`config.mk`:
```
export PLATFORM = sky130hd
export DESIGN_NAME = csg_exec
export DESIGN_NICKNAME = d
export VERILOG_FILES = /design/src/csg_exec.v /design/src/csg_qphase.v
export VERILOG_INCLUDE_DIRS = /design/src /design/src/src
export SDC_FILE = /design/constraint.sdc
export NUM_CORES = 1
export LEC_CHECK = 0
export ABC_AREA = 1
export CAP_MARGIN = 20
export CORE_MARGIN = 2
export CORE_UTILIZATION = 50
export DETAILED_ROUTE_END_ITERATION = 10
export DONT_BUFFER_PORTS = 1
export MAX_ROUTING_LAYER = met4
export PLACE_DENSITY = 0.68
export SLEW_MARGIN = 20
export SYNTH_ARGS = -nofsm -noshare
export SYNTH_HDL_FRONTEND = slang
export SYNTH_SLANG_ARGS = --single-unit
```
`constraint.sdc`:
```
create_clock -name mclk -period 1.9 [get_ports mclk]
set_input_delay 0.38 -clock mclk [delete_from_list [all_inputs] [get_ports mclk]]
set_output_delay 0.38 -clock mclk [all_outputs]
set_load 0.005 [all_outputs]
```
`src/csg_consts.vh`:
```
// constants for the compare-and-skip-if-greater execution block
`ifndef CSG_CONSTS_VH
`define CSG_CONSTS_VH
`define CSG_OPC_HI_POS     15
`define CSG_OPC_LO_POS     9
`define CSG_OPC_PATTERN    7'h32
`define CSG_ACCESS_POS     8
`define CSG_FADDR_HI       7
`define CSG_ACCESS_SPLIT   8'h80
`define CSG_INDEX_LIMIT    8'h5f
`define CSG_ACC_HI_BANK    4'hf
`define CSG_ACCESS_DEFAULT 1'h1
`define CSG_Q1             2'h0
`define CSG_Q2             2'h1
`define CSG_Q3             2'h2
`define CSG_Q4             2'h3
`define CSG_TWO_WORD_MASK  16'hf800
`define CSG_TWO_WORD_A     16'hc000
`define CSG_TWO_WORD_B     16'he800
`define CSG_TWO_WORD_C     16'hf000
`endif

```
`src/csg_exec.v`:
```
// execution unit for the compare-and-skip-if-greater instruction
// Function
// - if the file byte exceeds the working register the fetched next word becomes a no-op.
// - greater-than is an unsigned subtract of working register from file byte, flags untouched.
// - the instruction is recognised by opcode pattern 0110 010a followed by an 8-bit address.
// - access bit zero selects the access bank and ignores the bank select register.
// - access bit one uses the bank select register to pick the general purpose bank.
// - access bit zero with extended set on uses indexed literal offset for addresses up to 5fh.
// - the instruction is one word and one cycle, or two cycles when it skips a one-word instruction.
// - a skip over a two-word instruction costs three cycles and discards both words.
// - executing cycle decodes in q1, reads in q2, processes in q3 and writes nothing in q4.
// - every skip cycle performs no operation in all four quarters.
`timescale 1ns/1ns
module csg_exec (
    input  wire        mclk,            // core clock, 50 mhz
    input  wire        reset,           // sync reset, active high
    input  wire        instr_valid,     // instruction word presented for execution
    input  wire [15:0] instr_word,      // opcode in execution slot
    input  wire [15:0] next_word,       // already fetched following word
    input  wire        ext_set_en,      // extended instruction set enabled
    input  wire [3:0]  bank_select_register, // bank select value
    input  wire [11:0] fsr2_base,       // index base for literal offset mode
    input  wire [7:0]  working_register, // working register value
    input  wire [7:0]  file_rdata,      // data memory read data
    output reg         decode_hit_r,    // this opcode recognised (q2 to q4)
    output reg         file_rd_r,       // data memory read strobe (q2)
    output reg  [11:0] file_addr_r,     // resolved data memory address
    output reg         skip_r,          // compare result: skip taken
    output reg         nop_cycle_r,     // current cycle is a forced no-op
    output reg         pc_advance_r,    // pulse in the q1 after each executing or discarded q4 to advance pc by one word
    output reg         busy_r,          // block owns the pipeline
    output reg  [1:0]  qphase_o_r       // quarter phase
);
`include "csg_consts.vh"
    localparam ST_IDLE = 2'h0;
    localparam ST_EXEC = 2'h1;
    localparam ST_NOP1 = 2'h2;
    localparam ST_NOP2 = 2'h3;

    wire [1:0] qphase;
    reg  [1:0] state_r;
    reg  [1:0] state_nxt;
    reg  [7:0] data_r;
    reg        two_word_r;
    wire       is_op;
    wire       acc_bit;
    wire [7:0] faddr;
    wire [8:0] diff;
    wire       greater;
    wire       succ_two;
    reg  [11:0] addr_nxt;
    wire [15:0] next_class;
    wire        idx_mode;
    wire        acc_low;
    wire        decode_go;
    wire        exec_q2;
    wire        exec_q3;
    wire        exec_q4;
    wire        nop_q4;
    wire        more_nop;

    csg_qphase u_qphase (
        .mclk     (mclk),
        .reset    (reset),
        .qphase_r (qphase)
    );

    ////////////////////////////////////////////////////////////////
    // decode
    assign is_op   = instr_valid &&
        (instr_word[`CSG_OPC_HI_POS:`CSG_OPC_LO_POS] == `CSG_OPC_PATTERN);
    assign acc_bit = instr_word[`CSG_ACCESS_POS];
    assign faddr   = instr_word[`CSG_FADDR_HI:0];
    // unsigned subtract, borrow clear and nonzero means greater
    assign diff    = {1'b0, data_r} - {1'b0, working_register};
    assign greater = !diff[8] && (diff[7:0] != 8'h00);
    assign next_class = next_word & `CSG_TWO_WORD_MASK;
    // successor size from its opcode prefix
    assign succ_two = (next_class == `CSG_TWO_WORD_A) ||
                      (next_class == `CSG_TWO_WORD_B) ||
                      (next_class == `CSG_TWO_WORD_C);
    // literal offset only for the low part of the access window
    assign idx_mode = (acc_bit != `CSG_ACCESS_DEFAULT) && ext_set_en &&
                      (faddr <= `CSG_INDEX_LIMIT);
    assign acc_low  = (faddr < `CSG_ACCESS_SPLIT);

    always @* begin
        if (acc_bit == `CSG_ACCESS_DEFAULT) begin
            addr_nxt = {bank_select_register, faddr};
        end else if (idx_mode) begin
            // index base plus offset, wraps inside the data space
            addr_nxt = fsr2_base + {4'h0, faddr};
        end else if (acc_low) begin
            addr_nxt = {4'h0, faddr};
        end else begin
            // upper access half maps to the top bank
            addr_nxt = {`CSG_ACC_HI_BANK, faddr};
        end
    end

    ////////////////////////////////////////////////////////////////
    // phase strobes of the executing and discarded cycles
    assign decode_go = (state_r == ST_IDLE) && (qphase == `CSG_Q1) && is_op;
    assign exec_q2   = (state_r == ST_EXEC) && (qphase == `CSG_Q2);
    assign exec_q3   = (state_r == ST_EXEC) && (qphase == `CSG_Q3);
    assign exec_q4   = (state_r == ST_EXEC) && (qphase == `CSG_Q4);
    assign nop_q4    = ((state_r == ST_NOP1) || (state_r == ST_NOP2)) &&
                       (qphase == `CSG_Q4);
    assign more_nop  = (state_r == ST_NOP1) && two_word_r;

    ////////////////////////////////////////////////////////////////
    // cycle sequencing
    // one state per instruction cycle, advanced at q4, except idle which is left at q1
    always @* begin
        state_nxt = state_r;
        case (state_r)
            ST_IDLE: begin
                if (qphase == `CSG_Q1 && is_op) begin
                    state_nxt = ST_EXEC;
                end
            end
            ST_EXEC: begin
                if (qphase == `CSG_Q4) begin
                    state_nxt = skip_r ? ST_NOP1 : ST_IDLE;
                end
            end
            ST_NOP1: begin
                if (qphase == `CSG_Q4) begin
                    state_nxt = two_word_r ? ST_NOP2 : ST_IDLE;
                end
            end
            ST_NOP2: begin
                if (qphase == `CSG_Q4) begin
                    state_nxt = ST_IDLE;
                end
            end
            default: begin
                state_nxt = ST_IDLE;
            end
        endcase
    end

    ////////////////////////////////////////////////////////////////
    // state and phase echo
    always @(posedge mclk) begin
        if (reset) begin
            state_r    <= ST_IDLE;
            qphase_o_r <= `CSG_Q1;
        end else begin
            state_r    <= state_nxt;
            qphase_o_r <= qphase;
        end
    end

    ////////////////////////////////////////////////////////////////
    // q1 decode: address, read strobe, successor size
    always @(posedge mclk) begin
        if (reset) begin
            decode_hit_r <= 1'b0;
            file_rd_r    <= 1'b0;
            file_addr_r  <= 12'h000;
            two_word_r   <= 1'b0;
        end else begin
            file_rd_r <= decode_go;
            if (decode_go) begin
                decode_hit_r <= 1'b1;
                file_addr_r  <= addr_nxt;
                two_word_r   <= succ_two;
            end else if (exec_q4) begin
                decode_hit_r <= 1'b0;
            end
        end
    end

    ////////////////////////////////////////////////////////////////
    // q2 read
    always @(posedge mclk) begin
        if (reset) begin
            data_r <= 8'h00;
        end else if (exec_q2) begin
            data_r <= file_rdata;
        end
    end

    ////////////////////////////////////////////////////////////////
    // q3 process, held until the last discarded cycle ends
    always @(posedge mclk) begin
        if (reset) begin
            skip_r <= 1'b0;
        end else if (decode_go) begin
            skip_r <= 1'b0;
        end else if (exec_q3) begin
            skip_r <= greater;
        end else if (nop_q4 && !more_nop) begin
            skip_r <= 1'b0;
        end
    end

    ////////////////////////////////////////////////////////////////
    // one program counter step per executing or discarded instruction cycle
    always @(posedge mclk) begin
        if (reset) begin
            pc_advance_r <= 1'b0;
        end else begin
            pc_advance_r <= exec_q4 || nop_q4;
        end
    end

    ////////////////////////////////////////////////////////////////
    // discard and ownership, taken from skip_r so q3 and q4 agree
    always @(posedge mclk) begin
        if (reset) begin
            nop_cycle_r <= 1'b0;
            busy_r      <= 1'b0;
        end else if (decode_go) begin
            busy_r <= 1'b1;
        end else if (exec_q4) begin
            nop_cycle_r <= skip_r;
            busy_r      <= skip_r;
        end else if (nop_q4) begin
            nop_cycle_r <= more_nop;
            busy_r      <= more_nop;
        end
    end
endmodule

```
`src/csg_qphase.v`:
```
// quarter-phase sequencer of the instruction cycle
`timescale 1ns/1ns
module csg_qphase (
    input  wire       mclk,     // core clock
    input  wire       reset,    // sync reset, active high
    output reg  [1:0] qphase_r  // current quarter phase
);
`include "csg_consts.vh"
    always @(posedge mclk) begin
        if (reset) begin
            qphase_r <= `CSG_Q1;
        end else begin
            qphase_r <= qphase_r + 2'h1;
        end
    end
endmodule
```
==> flow_summary.json <==
{
  "first_pass_iters": 4,
  "max_slew_margin_pct": 78.3,
  "clock_path_buffers": 2,
  "final_cell_mix": "nand2_1, inv_1, nand3_1",
  "tightest_slew_ns": 0.326,
  "timing.critical_path.to_type": "flop",
  "crit_chain": "inv_1 -> ha_4 -> fa_2 -> nand2_1 -> nor2_1 -> nand3_1 -> nor2_1 -> nand3_1 -> nand2_1 -> a21oi_1",
  "syn_area_per_cell_sq_um": 6.61,
  "cts_sinks": 33,
  "critPathKind": "reg2reg",
  "clk-insertion-delay-late_ns": 0.29,
  "yosysWarnings": 0,
  "antenna_left": 0,
  "stdcell_area_sq_um": 2530,
  "holdPathStages": 1,
  "synth.distinct_cells": 33,
  "num-fill-cells": 453,
  "grt_start_max_net_pins": 20,
  "period_needed_ns": 1.79,
  "dpl.hpwl_um": 4290,
  "wl_per_cell_um": 12.9,
  "synth.top_cell.area_share_pct": 28.2,
  "std_cell_rows": 24,
  "drv_slew": 0,
  "route.detailed.drc": 0,
  "startpoint_type": "flop",
  "grt_pass1_wl_um": 8830,
  "clkTransAtPathRegs_ns": 0.08,
  "worst_path_max_delay_cell": "fa_2",
  "peakVddDrop_mv": 0.360,
  "holdPathEnd": "u_qphase.qphase_r[0]",
  "ys_seq_area_share_pct": 28.2,
  "rsz0062_at_grt": "no",
  "critPathMaxStageDelay_ns": 0.52,
  "yosysTopAreaCell": "dfxtp_1",
  "power.density_nw_per_um2": 647,
  "synth_edf_count": 0,
  "timing.setup.tns_ns": 0,
  "io_buffer_count": 0,
  "rr_endpoint": "skip_r",
  "r2r_slack_ns": 0.11,
  "synth_nets": 445,
  "gp_congestion": 0.879,
  "path_max_fanout": 2,
  "cts_tree": "built",
  "antenna_found_initial": 0,
  "ctsHoldBuffers": 0,
  "area_growth_pct": 7.95,
  "dp_cells": 405,
  "diodes": 0,
  "reg2reg_from": "data_r[0]",
  "finalNetCount": 450,
  "num_vias": 2185,
  "drive_above_1_share_pct": 7.20,
  "reg2regPathDepth": 10,
  "arrival_ns": 1.98,
  "cp.required_ns": 2.08,
  "ys.flop_type": "dfxtp_1",
  "hold_ws_ns": 0.144,
  "crit_cells": 10,
  "dieArea_sq_um": 5260,
  "drtIter0Drc": 136,
  "synth-async-reset-ratio_pct": 0,
  "min_from": "reset",
  "drt-total-wl_um": 5330,
  "synthesis.area_sq_um": 2350,
  "hold_class": "in2reg",
  "via_per_inst": 5.29,
  "post-route-period-util_pct": 94.4,
  "numCtsBuffers": 5,
  "final_cells": 413,
  "finalSetupViolCount": 0,
  "overflow": 0,
  "core_area_sq_um": 4440,
  "fp.dieW_um": 72.5,
  "critPathTopFamily": "adder cells",
  "num_io_pins": 88,
  "final_common_cell": "nand2_1",
  "p_leak_nw": 1.24,
  "initial_core_util_pct": 52.8,
  "synth_seq_cells": 33,
  "syn_inst": 355,
  "htreeDepth": 2,
  "grtUsageTotal_pct": 22.0,
  "dpl_cell_area_sq_um": 2400,
  "grt_pass1_vias": 2049,
  "path_buf_inv": 1,
  "outcome": "finished, final reports clean",
  "yosys-top-cells-area": "dfxtp_1, nand2_1, ha_1",
  "maxCapViolations": 0,
  "fin_skew_ns": 0.00813,
  "die_y_um": 72.5,
  "hold_viol": 0,
  "root_buffer": "clkbuf_8",
  "max_freq_mhz": 558
}
## report_power, final
| part | leakage [nW] | switching [W] | internal [W] | total (W) |
|---|---|---|---|---|
| Clock | 0.0543 | 0.000286 | 0.000393 | 0.000679 |
| Combinational | 0.924 | 0.000152 | 0.000103 | 0.000255 |
| Sequential | 0.267 | 0.00000515 | 0.000698 | 0.000703 |
## synth_stat cells, types with 4 or more instances
cell      count
xnor2_1       4
o211ai_1      6
nand4_1       7
o21ai_0       6
nor2_1       22
ha_1         20
a21oi_1      26
nand3_1      39
nand2_1     111
dfxtp_1      33
inv_1        46
## layout make-up
cell class / instances / area [sq um] / area share, %
Sequential cell: 33 / 661 / 26.1
Timing Repair Buffer: 4 / 30.0 / 1.19
Clock buffer: 5 / 68.8 / 2.72
Multi-Input combinational cell: 267 / 1480 / 58.3
Clock inverter: 3 / 46.3 / 1.83
Inverter: 49 / 184 / 7.26
Tap cell: 52 / 65.1 / 2.57
## through the flow
stage          total power, W  utilization [%]  setup WS, ns
2_1_floorplan        0.000930                -        0.0983
3_3_place_gp         0.000967             54.1       0.00733
3_5_place_dp         0.000974             54.1       -0.0269
4_1_cts               0.00165             56.6        0.0356
5_1_grt               0.00173             57.0       0.00697
6_report              0.00164             57.0         0.107
## sequential cells by signal, summed over array words and instances, names as in the netlist
register           cells
busy_r                 1
data_r                 8
decode_hit_r           1
file_addr_r           12
file_rd_r              1
nop_cycle_r            1
pc_advance_r           1
qphase_o_r             2
skip_r                 1
state_r                2
two_word_r             1
u_qphase.qphase_r      2
## metal layers
layer	vias up	track usage, %	wire (um)
met5	-	-	0
met4	0	4.94	36
met3	7	6.67	365
met2	66	35.9	2370
met1	952	26.9	2560
li1	1160	-	-
## repair_timing
action / in CTS / in global routing
setup buffers: 0 / 0
gates resized for setup: 0 / 3
setup endpoints to repair: 0 / 1
## logic make-up (layout without fill, tap and decap cells)
| logic type | count (synthesis) | count (layout) | synth area share (%) |
|---|---|---|---|
| xor gates and xnor gates | 7 | 7 | 2.61 |
| and+or+nand+nor | 191 | 191 | 35.3 |
| AOI/OAI and AO/OA | 47 | 47 | 12.1 |
| DFF | 33 | 33 | 28.2 |
| buffers and inverters | 55 | 61 | 9.49 |
| adders and majority gates | 22 | 22 | 12.4 |
## worst max-delay path by stage
stage                              from              to  slack, ns
after floorplan           instr_word[0]  file_addr_r[6]        0.1
after global placement    instr_word[0]  file_addr_r[6]      0.007
after detailed placement  instr_word[0]  file_addr_r[6]      -0.03
after CTS                     data_r[0]          skip_r       0.04
after global routing          data_r[0]          skip_r      0.007
final                         data_r[0]          skip_r       0.11
Power figures use the tool's default switching activity.
